$ cat config.mk
export PLATFORM = sky130hd
export DESIGN_NAME = mdsc_top
export DESIGN_NICKNAME = d
export VERILOG_FILES = /design/src/design/mdsc_pkg.sv /design/src/design/mdsc_chopper.sv /design/src/design/mdsc_top.sv
export VERILOG_INCLUDE_DIRS = /design/src /design/src/design
export SDC_FILE = /design/constraint.sdc
export NUM_CORES = 1
export LEC_CHECK = 0
export BUFFER_PORTS_ARGS = -buffer_cell sky130_fd_sc_hd__buf_4
export CORE_UTILIZATION = 50
export CTS_BUF_LIST = sky130_fd_sc_hd__clkbuf_8
export CTS_CLUSTER_DIAMETER = 150
export DETAILED_ROUTE_END_ITERATION = 8
export GPL_ROUTABILITY_DRIVEN = 0
export GPL_TIMING_DRIVEN = 0
export PLACE_DENSITY = 0.66
export SYNTH_ARGS = -nofsm -noshare
export SYNTH_HDL_FRONTEND = slang
export SYNTH_SLANG_ARGS = --single-unit
$ cat constraint.sdc
create_clock -name clk -period 3.3 [get_ports clk]
set_clock_uncertainty 0.1 [all_clocks]
set_input_delay 0.165 -clock clk [delete_from_list [all_inputs] [get_ports clk]]
set_output_delay 0.165 -clock clk [all_outputs]
set_load 0.01 [all_outputs]
$ cat src/design/mdsc_cfg.svh
// Constants of the motor driver serial control port.
`ifndef MDSC_CFG_SVH
`define MDSC_CFG_SVH
// ==========================================
// Word layout (12 bit control word)
`define MDSC_WORD_BITS 12
`define MDSC_MIN_BITS 12
`define MDSC_MDA_BIT 11
`define MDSC_DACA_HI 10
`define MDSC_DACA_LO 7
`define MDSC_PHA_BIT 6
`define MDSC_MDB_BIT 5
`define MDSC_DACB_HI 4
`define MDSC_DACB_LO 1
`define MDSC_PHB_BIT 0
`define MDSC_WORD_RESET 12'h000
// ==========================================
// Timing
`define MDSC_CLK_MHZ 100
`define MDSC_OSC_KHZ 25
`define MDSC_OSC_CYC ((`MDSC_CLK_MHZ * 1000) / `MDSC_OSC_KHZ)
`define MDSC_PD_US 3
`define MDSC_PD_CYC (`MDSC_PD_US * `MDSC_CLK_MHZ)
`define MDSC_LD_US 5
`define MDSC_LD_CYC (`MDSC_LD_US * `MDSC_CLK_MHZ)
`define MDSC_BLANK_NS 1500
`define MDSC_BLANK_CYC ((`MDSC_BLANK_NS * `MDSC_CLK_MHZ + 999) / 1000)
`endif

$ cat src/design/mdsc_pkg.sv
// Types of the motor driver serial control port.
package mdsc_pkg;
	typedef enum logic [1:0] {
		MDSC_CH_OFF,
		MDSC_CH_BLANK,
		MDSC_CH_ON,
		MDSC_CH_WAIT
	} mdsc_chop_e;
endpackage

$ cat src/design/mdsc_chopper.sv
// One coil's chopper and bridge gate drive.
`include "mdsc_cfg.svh"
module mdsc_chopper
	import mdsc_pkg::*;
#(
	parameter int DAC_W = 4,
	parameter int BLANK_CYC = `MDSC_BLANK_CYC
) (
	// Clock and reset
	input wire logic clk,
	input wire logic resetn,
	// Control
	input wire logic enable,
	input wire logic [DAC_W-1:0] dac,
	input wire logic polarity,
	input wire logic restart,
	input wire logic period_start,
	input wire logic sense_trip,
	// Gates
	output logic high_gate_p,
	output logic low_gate_p,
	output logic high_gate_n,
	output logic low_gate_n
);
	mdsc_chop_e st_r, st_nxt;
	logic [15:0] cnt_r;
	logic [15:0] cnt_nxt;
	wire dac_zero = (dac == '0);
	wire on_w = enable && !dac_zero && (st_r == MDSC_CH_BLANK || st_r == MDSC_CH_ON);

	always_comb begin
		st_nxt = st_r;
		cnt_nxt = cnt_r;
		case (st_r)
			MDSC_CH_OFF: begin
				if (!dac_zero && enable && (period_start || restart)) begin
					st_nxt = sense_trip ? MDSC_CH_WAIT : MDSC_CH_BLANK;
					cnt_nxt = 16'h0000;
				end
			end
			MDSC_CH_BLANK: begin
				cnt_nxt = cnt_r + 16'h0001;
				if (cnt_r >= 16'(BLANK_CYC - 1))
					st_nxt = MDSC_CH_ON;
			end
			MDSC_CH_ON: begin
				if (sense_trip)
					st_nxt = MDSC_CH_WAIT;
			end
			MDSC_CH_WAIT: begin
				if (period_start)
					st_nxt = sense_trip ? MDSC_CH_WAIT : MDSC_CH_BLANK;
				cnt_nxt = 16'h0000;
			end
			default: st_nxt = MDSC_CH_OFF;
		endcase
		// A polarity change restarts only this coil's cycle.
		if (restart && st_r != MDSC_CH_OFF) begin
			st_nxt = sense_trip ? MDSC_CH_WAIT : MDSC_CH_BLANK;
			cnt_nxt = 16'h0000;
		end
		if (dac_zero || !enable)
			st_nxt = MDSC_CH_OFF;
	end

	always_ff @(posedge clk or negedge resetn) begin
		if (!resetn) begin
			st_r <= MDSC_CH_OFF;
			cnt_r <= 16'h0000;
		end else begin
			st_r <= st_nxt;
			cnt_r <= cnt_nxt;
		end
	end

	// In the off time all four gates are off, the same as with dac zero.
	always_ff @(posedge clk or negedge resetn) begin
		if (!resetn) begin
			high_gate_p <= 1'b0;
			low_gate_p <= 1'b0;
			high_gate_n <= 1'b0;
			low_gate_n <= 1'b0;
		end else begin
			high_gate_p <= on_w && polarity;
			low_gate_n <= on_w && polarity;
			high_gate_n <= on_w && !polarity;
			low_gate_p <= on_w && !polarity;
		end
	end
endmodule

$ cat src/design/mdsc_top.sv
// Serial control port of a dual full-bridge stepper driver.
// ==========================================
// How it works
// - Serial out is released whenever drive_disable_n or select_low is high.
// - A changed coil polarity restarts that coil's chopper cycle only.
// - A chopper period does not switch on while that coil's sense is already tripped.
// - A framed transfer shorter than 12 bits is dropped and settings stay.
// - In a 16 bit transfer the first 4 bits are dummies and fall out of the word.
// - Daisy chaining and separate selects both work, serial out carrying shifted bits.
// - A coil whose DAC field is zero has its bridge fully off.
// - The load indicator is valid within 7 us of a polarity change.
`include "mdsc_cfg.svh"
module mdsc_top
	import mdsc_pkg::*;
#(
	parameter int WORD_W = `MDSC_WORD_BITS,
	parameter int OSC_CYC = `MDSC_OSC_CYC,
	parameter int PD_CYC = `MDSC_PD_CYC,
	parameter int LD_CYC = `MDSC_LD_CYC
) (
	// Clock and reset
	input wire logic clk,
	input wire logic resetn,
	// Serial pins
	input wire logic drive_disable_n,
	input wire logic select_low,
	input wire logic serial_clk,
	input wire logic serial_in,
	output logic serial_out,
	output logic serial_out_oe,
	// Coil sense comparators
	input wire logic coil_sense_a,
	input wire logic coil_sense_b,
	// Bridge gates
	output logic high_gate_a,
	output logic low_gate_a,
	output logic high_gate_a2,
	output logic low_gate_a2,
	output logic high_gate_b,
	output logic low_gate_b,
	output logic high_gate_b2,
	output logic low_gate_b2,
	// Status
	output logic [WORD_W-1:0] control_word,
	output logic load_valid
);
	// ==========================================
	// Input synchronisers
	logic [5:0] s1_r, s2_r;
	wire [5:0] raw_w = {drive_disable_n, select_low, serial_clk, serial_in,
		coil_sense_a, coil_sense_b};
	always_ff @(posedge clk or negedge resetn) begin
		if (!resetn) begin
			s1_r <= 6'h30;
			s2_r <= 6'h30;
		end else begin
			s1_r <= raw_w;
			s2_r <= s1_r;
		end
	end
	wire dis_w = s2_r[5];
	wire sel_w = s2_r[4];
	wire sck_w = s2_r[3];
	wire sdi_w = s2_r[2];
	wire sense_a_w = s2_r[1];
	wire sense_b_w = s2_r[0];

	// ==========================================
	// Shift register
	logic sck_d_r, sel_d_r;
	logic [WORD_W-1:0] shift_r;
	logic [7:0] bits_r;
	logic sdo_r;
	wire active_w = !sel_w && !dis_w;
	wire sck_rise = sck_w && !sck_d_r && active_w;
	wire sck_fall = !sck_w && sck_d_r && active_w;
	wire sel_rise = sel_w && !sel_d_r;
	wire long_w = (bits_r >= 8'(`MDSC_MIN_BITS));
	wire accept_w = sel_rise && long_w && !dis_w;

	always_ff @(posedge clk or negedge resetn) begin
		if (!resetn) begin
			sck_d_r <= 1'b0;
			sel_d_r <= 1'b1;
		end else begin
			sck_d_r <= sck_w;
			sel_d_r <= sel_w;
		end
	end

	// Older bits fall off the top, so dummies in a 16 bit frame vanish.
	always_ff @(posedge clk or negedge resetn) begin
		if (!resetn) begin
			shift_r <= `MDSC_WORD_RESET;
			bits_r <= 8'h00;
		end else if (sel_w) begin
			bits_r <= 8'h00;
		end else if (sck_rise) begin
			shift_r <= {shift_r[WORD_W-2:0], sdi_w};
			if (bits_r != 8'hff)
				bits_r <= bits_r + 8'h01;
		end
	end

	// Serial out changes on the falling clock edge, showing the bit leaving the register.
	always_ff @(posedge clk or negedge resetn) begin
		if (!resetn)
			sdo_r <= 1'b0;
		else if (sel_w)
			sdo_r <= 1'b0;
		else if (sck_fall)
			sdo_r <= shift_r[WORD_W-1];
	end
	assign serial_out = sdo_r;
	// Release follows the synchronised pins, so serial out lets go two clocks after a pin rises.
	// Reading the raw pins here would put unsynchronised logic on the output enable.
	assign serial_out_oe = !dis_w && !sel_w;

	// ==========================================
	// Control word and delayed polarity
	logic [WORD_W-1:0] word_r;
	logic pha_r, phb_r, pha_pend_r, phb_pend_r;
	logic [15:0] pd_cnt_r;
	logic pend_r;
	always_ff @(posedge clk or negedge resetn) begin
		if (!resetn)
			word_r <= `MDSC_WORD_RESET;
		else if (accept_w)
			word_r <= shift_r;
	end
	assign control_word = word_r;

	// Polarity lands a fixed delay after select, well inside the allowed bound.
	always_ff @(posedge clk or negedge resetn) begin
		if (!resetn) begin
			pend_r <= 1'b0;
			pd_cnt_r <= 16'h0000;
			pha_pend_r <= 1'b0;
			phb_pend_r <= 1'b0;
		end else if (accept_w) begin
			pend_r <= 1'b1;
			pd_cnt_r <= 16'h0000;
			pha_pend_r <= shift_r[`MDSC_PHA_BIT];
			phb_pend_r <= shift_r[`MDSC_PHB_BIT];
		end else if (pend_r) begin
			pd_cnt_r <= pd_cnt_r + 16'h0001;
			if (pd_cnt_r >= 16'(PD_CYC - 1))
				pend_r <= 1'b0;
		end
	end
	wire apply_w = pend_r && (pd_cnt_r >= 16'(PD_CYC - 1));
	wire chg_a_w = apply_w && (pha_pend_r != pha_r);
	wire chg_b_w = apply_w && (phb_pend_r != phb_r);
	always_ff @(posedge clk or negedge resetn) begin
		if (!resetn) begin
			pha_r <= 1'b0;
			phb_r <= 1'b0;
		end else if (apply_w) begin
			pha_r <= pha_pend_r;
			phb_r <= phb_pend_r;
		end
	end

	// ==========================================
	// Oscillator divider and load indicator
	logic [15:0] osc_r;
	wire osc_tick = (osc_r == 16'(OSC_CYC - 1));
	always_ff @(posedge clk or negedge resetn) begin
		if (!resetn)
			osc_r <= 16'h0000;
		else
			osc_r <= osc_tick ? 16'h0000 : osc_r + 16'h0001;
	end

	// The indicator is held low for a fixed settle time after any polarity change.
	logic [15:0] ld_cnt_r;
	always_ff @(posedge clk or negedge resetn) begin
		if (!resetn)
			ld_cnt_r <= 16'h0000;
		else if (chg_a_w || chg_b_w)
			ld_cnt_r <= 16'(LD_CYC);
		else if (ld_cnt_r != 16'h0000)
			ld_cnt_r <= ld_cnt_r - 16'h0001;
	end
	// A disabled drive reports no valid load, since its bridges are off.
	assign load_valid = (ld_cnt_r == 16'h0000) && !dis_w;

	// ==========================================
	// Coil choppers
	// Both coils share one period tick, so their chopper periods start together.
	wire en_w = !dis_w;
	mdsc_chopper u_chop_a (
		.clk(clk),
		.resetn(resetn),
		.enable(en_w),
		.dac(word_r[`MDSC_DACA_HI:`MDSC_DACA_LO]),
		.polarity(pha_r),
		.restart(chg_a_w),
		.period_start(osc_tick),
		.sense_trip(sense_a_w),
		.high_gate_p(high_gate_a),
		.low_gate_p(low_gate_a),
		.high_gate_n(high_gate_a2),
		.low_gate_n(low_gate_a2)
	);
	mdsc_chopper u_chop_b (
		.clk(clk),
		.resetn(resetn),
		.enable(en_w),
		.dac(word_r[`MDSC_DACB_HI:`MDSC_DACB_LO]),
		.polarity(phb_r),
		.restart(chg_b_w),
		.period_start(osc_tick),
		.sense_trip(sense_b_w),
		.high_gate_p(high_gate_b),
		.low_gate_p(low_gate_b),
		.high_gate_n(high_gate_b2),
		.low_gate_n(low_gate_b2)
	);
endmodule

==> results.cfg, run 1 <==
[placed_design]
dpl_cell_area_um2 = 7396
place_ws_ns = 0.4348
dp_hpwl_um = 9391
dp.cells = 882
portBuffers = 30

[hold_path]
hold_class = in -> async

[routing]
drtPass1Iterations = 5
vias_per_cell = 5.551
drt_iter0_markers = 331
drc = 0
routed_wl_um = 13560
ant_nets = 0
vias = 5107
avgRoutedWirePerCell_um = 14.74

[sta]
max_slew.worst_pin.slew_ns = 0.8485
min_period_over_period = 0.8838
rsz0062_at_grt = false
fin_crit_ns = 2.917
relSlewSlack = 0.4291
drv_slew = 0
setup_slack_ns = 0.3834
fmax_mhz = 342.9
setup_violations = 0
fin_tns_setup_ns = 0
hold_viol_final = 0

[run]
maxCapViolations = 0

[global_route]
grt_pass1_wl_um = 23510
grt_usage = 0.2080
grt_pass1_vias = 4962
grt-busiest-layer = met2
grtUsageMet2 = 0.3262
grt_overflow = 0
met3_usage = 0.05656
grtUsageMet1 = 0.2740
grt_max_degree = 83
antenna_found_initial = 0

[synth]
synth-edff-count = 0
synthCells = 675
synth_area_per_cell_um2 = 10.25
syn_nets = 704
synth_area_um2 = 6919
async_flop_share = 1.000
synth-seq-area-share = 0.5000
synth_ff_type = dfrtp_1
ys_warn_count = 0
ys_ff_latch = 138
yosys.cell_types.count = 60

[clocking]
clk_latency_ns = 0.46
clockRootBuffer = clkbuf_8
cts_max_path_buffers = 2
clk_pin_slew_ns = 0.07
post_cts_buffers = 0
htree_levels = 4
tritoncts = yes
clkSinkCount = 138
numCtsBuffers = 17

[cells_and_area]
stdcell_count = 920
drive_above_1_share = 0.1626
syn2layout_area_growth_pct = 13.58
mostFrequentLayoutCell = dfrtp_1
nFillCells = 1161
diodes = 0
layout_common_cells = 133 x dfrtp_1, 81 x nor2_1, 49 x nand2_1
final_area_um2 = 7859
fin_util = 0.5888
finish.net_count = 761

[critical_path]
crit_required_ns = 3.03
arrival_ns = 2.65
r2r_cells = 8
critPathKind = reg -> out
cp-start-kind = register
r2r_slack_ns = 0.41
crit_path_max_fanout = 7
r2r-end = u_chop_a.cnt_r[10]
worstSetupEndpointType = primary output
r2r-start = pd_cnt_r[0]

[die]
die-area_um2 = 14310
die_w_um = 119.6
die_h_um = 119.6
placementRows = 42
ios = 31
core_region_area_um2 = 13350
initial_core_util = 0.5184

[pwr]
p_comb_frac = 0.026
switching_share = 0.2338
p_leak_nw = 3.676
pwr-share-clk = 0.429
seq_power_share = 0.545
intPower_w = 0.002454
p_sw_w = 0.0007490
powerDensity_nw_per_um2 = 407.6
ir_drop_mv = 0.3547

[run_status]
status = complete, no violations
logic make-up (layout without fill, tap and decap cells):
family,after synthesis,after routing,synth area share
AND/OR/NAND/NOR,270,270,0.1980
flip-flops,138,138,0.5000
AO/OA/AOI/OAI,123,123,0.1246
XOR/XNOR,47,47,0.05949
buffers and inverters,46,115,0.03182
multiplexers,30,30,0.04810
adder cells (fa/ha/maj),21,21,0.03797
critical path, cell delays in order (launching register included):
cell	delay, ns
dfrtp_1	0.39
or3_1	0.43
nor4_1	0.66
nand3_1	0.40
nor2_1	0.18
buf_4	0.14
cell type report:
class,instances,area [um2],area share
clock buffers,18,247.7,0.03152
multi-input cells,491,3239,0.4122
well taps,176,220.2,0.02802
repair buffers,38,326.6,0.04155
flip-flops and latches,138,3460,0.4402
inverters,18,67.56,0.008597
clock inverters,13,145.1,0.01847
plain buffers,28,152.6,0.01942
registers in the layout, summed over array words and instances, names as in the netlist, 2 cells and up:
register and count:
u_chop_a.cnt_r 16, u_chop_b.st_r 2, s2_r 6, osc_r 16
bits_r 8, pd_cnt_r 16, u_chop_a.st_r 2, shift_r 12
ld_cnt_r 16, u_chop_b.cnt_r 16, control_word 12, s1_r 6
per-layer routing:
| metal | part of all wire | vias up |
|---|---|---|
| met5 | 0 | - |
| met4 | 0.011 | 0 |
| met3 | 0.033 | 12 |
| met2 | 0.48 | 81 |
| met1 | 0.47 | 2501 |
| li1 | - | 2513 |
cells in the mapped netlist (all sizes together) (3+ instances only):
cell type	instances	share of area
mux2i	4	0.0058
dfstp	5	0.019
nand3	29	0.021
xor2	30	0.038
nand2b	4	0.0036
inv	18	0.0098
nor2b	20	0.018
or2	5	0.0049
a21boi	3	0.0033
o31ai	22	0.033
ha	21	0.038
o41ai	5	0.0074
o21ai	44	0.032
clkbuf	15	0.0081
nor2	81	0.044
a21oi	14	0.010
nor3b	5	0.0054
o211ai	5	0.0054
or3	5	0.0045
nor4	14	0.015
buf	13	0.014
a211o	4	0.0051
nor3	12	0.0087
or4	6	0.0071
nand2	49	0.027
mux2	26	0.042
a211oi	4	0.0043
and3	19	0.017
nand4	11	0.0099
dfrtp	133	0.48
xnor2	17	0.022
a31oi	8	0.0072
through the flow:
stage	power, W	hold slack, ns
finish	0.003203	0.1304
global route	0.003328	0.1643
CTS	0.003246	0.1366
detailed placement	0.001858	0.06902
global placement	0.001850	0.1738
floorplan	0.001800	-0.2306
worst max-delay path by stage:
| stage | end | from |
|---|---|---|
| 6_report | load_valid | ld_cnt_r[9] |
| 4_1_cts | load_valid | ld_cnt_r[9] |
| 3_3_place_gp | u_chop_b.cnt_r[14] | osc_r[0] |
| 3_5_place_dp | u_chop_a.cnt_r[4] | osc_r[0] |
| 2_1_floorplan | u_chop_b.cnt_r[14] | osc_r[0] |
| 5_1_grt | load_valid | ld_cnt_r[9] |
repair_timing:
action / 4_1_cts / 5_1_grt
hold buffers: 7 / 0
endpoints found under the hold margin: 62 / 0
gates resized for setup: 0 / 0
setup endpoints to repair: 0 / 0
power by group through the flow:
stage | logic (W) | registers, W | clock network [W]
after floorplan | 0.0000287 | 0.00177 | 0
after global placement | 0.0000719 | 0.00178 | 0
after detailed placement | 0.0000795 | 0.00178 | 0
after CTS | 0.0000858 | 0.00175 | 0.00141
after global routing | 0.0000948 | 0.00175 | 0.00148
final | 0.0000828 | 0.00175 | 0.00137
Power figures use the tool's default switching activity.
==> inputs of run 2 (changes only) <==
SYNTH_HIERARCHICAL = 1   (was default)
==> results.cfg, run 2 <==
[run_status]
status = complete, no violations

[critical_path]
crit_required_ns = 3.54
critPathKind = reg -> reg
worstSetupEndpointType = register
slowest_delay_ns = 0.43
crit_family = compound AO/OA/AOI/OAI gates
cpMostUsedCell = buf_6
cp_num_cells = 10
cp-start-kind = register
crit_chain = ha_1, o211ai_1, a21oi_1, o21ai_2, nor2_1, o221ai_2, or2_2, buf_6, buf_6, o31ai_1
path_buf_inv = 2
crit_path_max_fanout = 10
critPathSlowestCell = dfrtp_1
arrival_ns = 3.32
r2r_cells = 10

[global_route]
grt_overflow = 0
grt_max_degree = 78
grt_pass1_wl_um = 25190
antenna_found_initial = 0
grt_usage = 0.2166
grt_pass1_vias = 5273

[clocking]
post_cts_buffers = 0
clkSinkCount = 138
clk_latency_ns = 0.45
tritoncts = yes
clk_pin_slew_ns = 0.08
clockRootBuffer = clkbuf_8
numCtsBuffers = 17
cts_max_path_buffers = 2
htree_levels = 4

[synth]
synth-seq-area-share = 0.4853
ys_warn_count = 6
synth_area_leaders = dfrtp_1 47%, nand2_1 4.3%, ha_1 3.9%, o21ai_0 2.9%, o31ai_1 2.7%
yosys.cell_types.count = 71
ys_ff_latch = 138
synth-edff-count = 0
synth_commonest_cells = 133 x dfrtp_1, 82 x nand2_1, 51 x nor2_1, 41 x o21ai_0, 32 x inv_1
syn_nets = 730
yosysMostFrequentCell = dfrtp_1
synth_area_per_cell_um2 = 10.18
synth_top_cell_area_share = 0.4669
synth_top_cell_by_area = dfrtp_1
synthCells = 700
async_flop_share = 1.000
synth_area_um2 = 7128
synth_ff_type = dfrtp_1

[die]
ios = 31
core_region_area_um2 = 13880
initial_core_util = 0.5135
placementRows = 43
die_h_um = 121.4
die-area_um2 = 14740
die_w_um = 121.4

[routing]
drc = 0
routed_wl_um = 14550
routed.top_layer = met4
dr_wl_met2_um = 6892
drt_iter0_markers = 395
wl_met1_um = 6902
drtPass1Iterations = 5
avgRoutedWirePerCell_um = 15.34
vias_per_cell = 5.720
vias = 5428
ant_nets = 0
wl_met3_um = 507

[sta]
setup_violations = 0
drv_slew = 0
fin_crit_ns = 3.079
fin_tns_setup_ns = 0
rsz0062_at_grt = false
fmax_mhz = 324.8
relSlewSlack = 0.5345
fin_hold_ws_ns = 0.1720
setup_slack_ns = 0.2214
hold_viol_final = 0
min_period_over_period = 0.9329
max_slew.worst_pin.slew_ns = 0.6952

[pwr]
powerDensity_nw_per_um2 = 402.0
p_leak_nw = 3.789
ir_drop_mv = 0.3338
total_power_w = 0.003258

[hold_path]
hold_class = in -> async

[run]
maxCapViolations = 0

[cells_and_area]
drive_above_1_share = 0.1834
finish.net_count = 786
layout_common_cells = 133 x dfrtp_1, 82 x nand2_1, 51 x nor2_1
fin_util = 0.5838
mostFrequentLayoutCell = dfrtp_1
nFillCells = 1180
syn2layout_area_growth_pct = 13.69
diodes = 0

[placed_design]
dp_hpwl_um = 9854
place_ws_ns = 0.1346
portBuffers = 30
-- run 2: through the flow --
step           instance area, um2  cells
2_1_floorplan                7128    700
3_3_place_gp                 7579    910
3_5_place_dp                 7610    911
4_1_cts                      8100    950
5_1_grt                      8104    949
6_report                     8104    949
-- run 2: what timing repair did --
action | in CTS | in global routing
endpoints found under the hold margin | 67 | 0
resized for setup | 0 | 4
hold buffers | 7 | 0
endpoints found under the setup margin | 0 | 28
-- run 2: final timing paths --
check | to | slack (ns) | start
worst max-delay path | u_chop_a/cnt_r[14] | 0.22 | pd_cnt_r[0]
worst min-delay path | u_chop_b/cnt_r[11] | 0.17 | resetn
max in group asynchronous | pd_cnt_r[10] | 2.16 | resetn
worst max register to register | u_chop_a/cnt_r[14] | 0.22 | pd_cnt_r[0]
min in group clk | s2_r[5] | 0.26 | s1_r[5]
worst min register to register | s2_r[5] | 0.26 | s1_r[5]
-- run 2: cell families (layout without fill, tap and decap cells) --
logic type,after synthesis,in the layout,share of synthesized area
muxes,20,20,0.03107
adders and majority gates,22,22,0.03862
DFF,138,138,0.4853
buffers and inverters,67,136,0.06073
AOI/OAI and AO/OA,142,142,0.1355
and+or+nand+nor,281,281,0.2119
xor gates and xnor gates,30,30,0.03686
-- run 2: worst reg2reg max path: stages, from the launching register on --
cell and delay, ns:
dfrtp_1 0.43, ha_1 0.27, o211ai_1 0.12, a21oi_1 0.43
o21ai_2 0.16, nor2_1 0.26, o221ai_2 0.26, or2_2 0.37
buf_6 0.14, buf_6 0.14, o31ai_1 0.28
-- run 2: cell type report --
class / count / area, um2 / share of cell area
plain buffers: 34 / 311.5 / 0.03844
clock buffers: 18 / 247.7 / 0.03057
clock inverters: 14 / 172.7 / 0.02131
inverters: 32 / 120.1 / 0.01482
multi-input cells: 495 / 3241 / 0.3999
flip-flops and latches: 138 / 3460 / 0.4269
well taps: 180 / 225.2 / 0.02779
repair buffers: 38 / 326.6 / 0.04030
-- run 2: metal layers --
| metal | track usage | vias up |
|---|---|---|
| met5 | 0 | - |
| met1 | 0.2970 | 2671 |
| li1 | - | 2618 |
| met4 | 0.08873 | 0 |
| met2 | 0.3338 | 117 |
| met3 | 0.04511 | 22 |
-- run 2: power by group --
part	switching (W)	internal, W
Sequential	0.0000175	0.00172
Combinational	0.0000505	0.0000257
Clock	0.000680	0.000768
==> inputs of run 3 (changes only) <==
BUFFER_PORTS_ARGS = default   (was -buffer_cell sky130_fd_sc_hd__buf_4)
DONT_BUFFER_PORTS = 1   (was default)
PLACE_DENSITY = 0.64   (was 0.66)
RECOVER_POWER = 100   (was default)
==> results.cfg, run 3 (same netlist as run 2, synthesis figures left out) <==
[routing]
ant_nets = 0
drc = 0
avgRoutedWirePerCell_um = 15.60
vias_per_cell = 5.797
drtPass1Iterations = 5
routed_wl_um = 14300
drt_iter0_markers = 373
vias = 5316

[cells_and_area]
diodes = 0
drive_above_1_share = 0.1235
mostFrequentLayoutCell = dfrtp_1
syn2layout_area_growth_pct = 8.443
stdcell_count = 917
finish.net_count = 754
layout_common_cells = 133 x dfrtp_1, 82 x nand2_1, 51 x nor2_1

[run_status]
status = complete, but fails checks
violations = hold timing

[critical_path]
worstSetupEndpointType = register
crit_chain = ha_1, o211ai_1, a21oi_1, o21ai_2, nor2_1, o221ai_2, or2_2, clkbuf_1, buf_6, o31ai_1
critPathSlowestCell = dfrtp_1
crit_required_ns = 3.54
arrival_ns = 3.28
critPathKind = reg -> reg
crit_family = compound AO/OA/AOI/OAI gates
path_buf_inv = 2
cp_num_cells = 10
r2r_cells = 10
crit_path_max_fanout = 10
slowest_delay_ns = 0.43
cp-start-kind = register

[die]
die_h_um = 121.4
die_w_um = 121.4
placementRows = 43
core_region_area_um2 = 13880
initial_core_util = 0.5135
die-area_um2 = 14740
ios = 31

[global_route]
antenna_found_initial = 0
grt_pass1_wl_um = 24050
grt_max_degree = 139
grt_pass1_vias = 5231
grt_overflow = 0
grt_usage = 0.2067

[pwr]
powerDensity_nw_per_um2 = 397.7
p_leak_nw = 3.561
ir_drop_mv = 0.2734

[sta]
relSlewSlack = 0.4435
fin_tns_setup_ns = 0
setup_violations = 0
setup_slack_ns = 0.2641
max_slew.worst_pin.slew_ns = 0.8239
hold_viol_final = 138
fin_hold_ws_ns = -0.6863
fmax_mhz = 329.4
min_period_over_period = 0.9200
drv_slew = 0
fin_crit_ns = 3.036
rsz0062_at_grt = false

[placed_design]
portBuffers = 0
place_ws_ns = 0.08747
dp.cells = 880
dp_hpwl_um = 9688

[hold_path]
hold_class = in -> async

[clocking]
cts_max_path_buffers = 2
clk_pin_slew_ns = 0.08
tritoncts = yes
post_cts_buffers = 0
cts_hold_buf = 6
clkSinkCount = 138
htree_levels = 4
clk_latency_ns = 0.44
clockRootBuffer = clkbuf_8
numCtsBuffers = 17

[run]
maxCapViolations = 0
run 3: cell count changes in the layout (fill, tap and decap cells not counted), moves of 3 or more:
cell        delta
buf_4         -35
clkbuf_1      +10
buf_2          -3
clkinvlp_4     -3
inv_1          +3
run 3: stage by stage:
stage / util / total power [W] / cell area [um2]
2_1_floorplan: - / 0.001783 / 7128
6_report: 0.5569 / 0.003075 / 7730
5_1_grt: 0.5569 / 0.003193 / 7730
4_1_cts: 0.5612 / 0.003125 / 7790
3_3_place_gp: 0.5297 / 0.001793 / 7353
3_5_place_dp: 0.5297 / 0.001796 / 7353
run 3: cell type report:
class                           instances  area (um2)
Multi-Input combinational cell        495        3211
Fill cell                            1229        6151
Timing Repair Buffer                    6       60.06
Buffer                                 34       277.8
Clock inverter                         12       101.3
Inverter                               32       120.1
Clock buffer                           20       275.3
Tap cell                              180       225.2
Sequential cell                       138        3460
run 3: per-layer routing:
metal | vias up | part of all wire | GRT usage
li1 | 2567 | - | -
met1 | 2630 | 0.46 | 0.2575
met3 | 23 | 0.034 | 0.05169
met2 | 96 | 0.48 | 0.3438
met5 | - | 0 | 0
met4 | 0 | 0.019 | 0.08025
run 3: repair_timing:
| item | CTS | global route |
|---|---|---|
| endpoints found under the hold margin | 144 | 138 |
| endpoints found under the setup margin | 0 | 24 |
| gates resized for setup | 0 | 3 |
run 3: final timing paths:
kind	slack (ns)	endpoint	from
worst max-delay path	0.26	u_chop_a/cnt_r[11]	pd_cnt_r[0]
worst min-delay path	-0.69	s1_r[0]	resetn
worst max register to register	0.26	u_chop_a/cnt_r[11]	pd_cnt_r[0]
worst min register to register	0.26	s2_r[4]	s1_r[4]
max in group asynchronous	3.45	s2_r[5]	resetn
min in group clk	0.16	s1_r[4]	select_low
run 3: power by group:
part           switching, W  internal [W]  leakage, nW
clock              0.000657      0.000650        0.199
combinational     0.0000182     0.0000142         1.49
sequential        0.0000187       0.00172         1.87
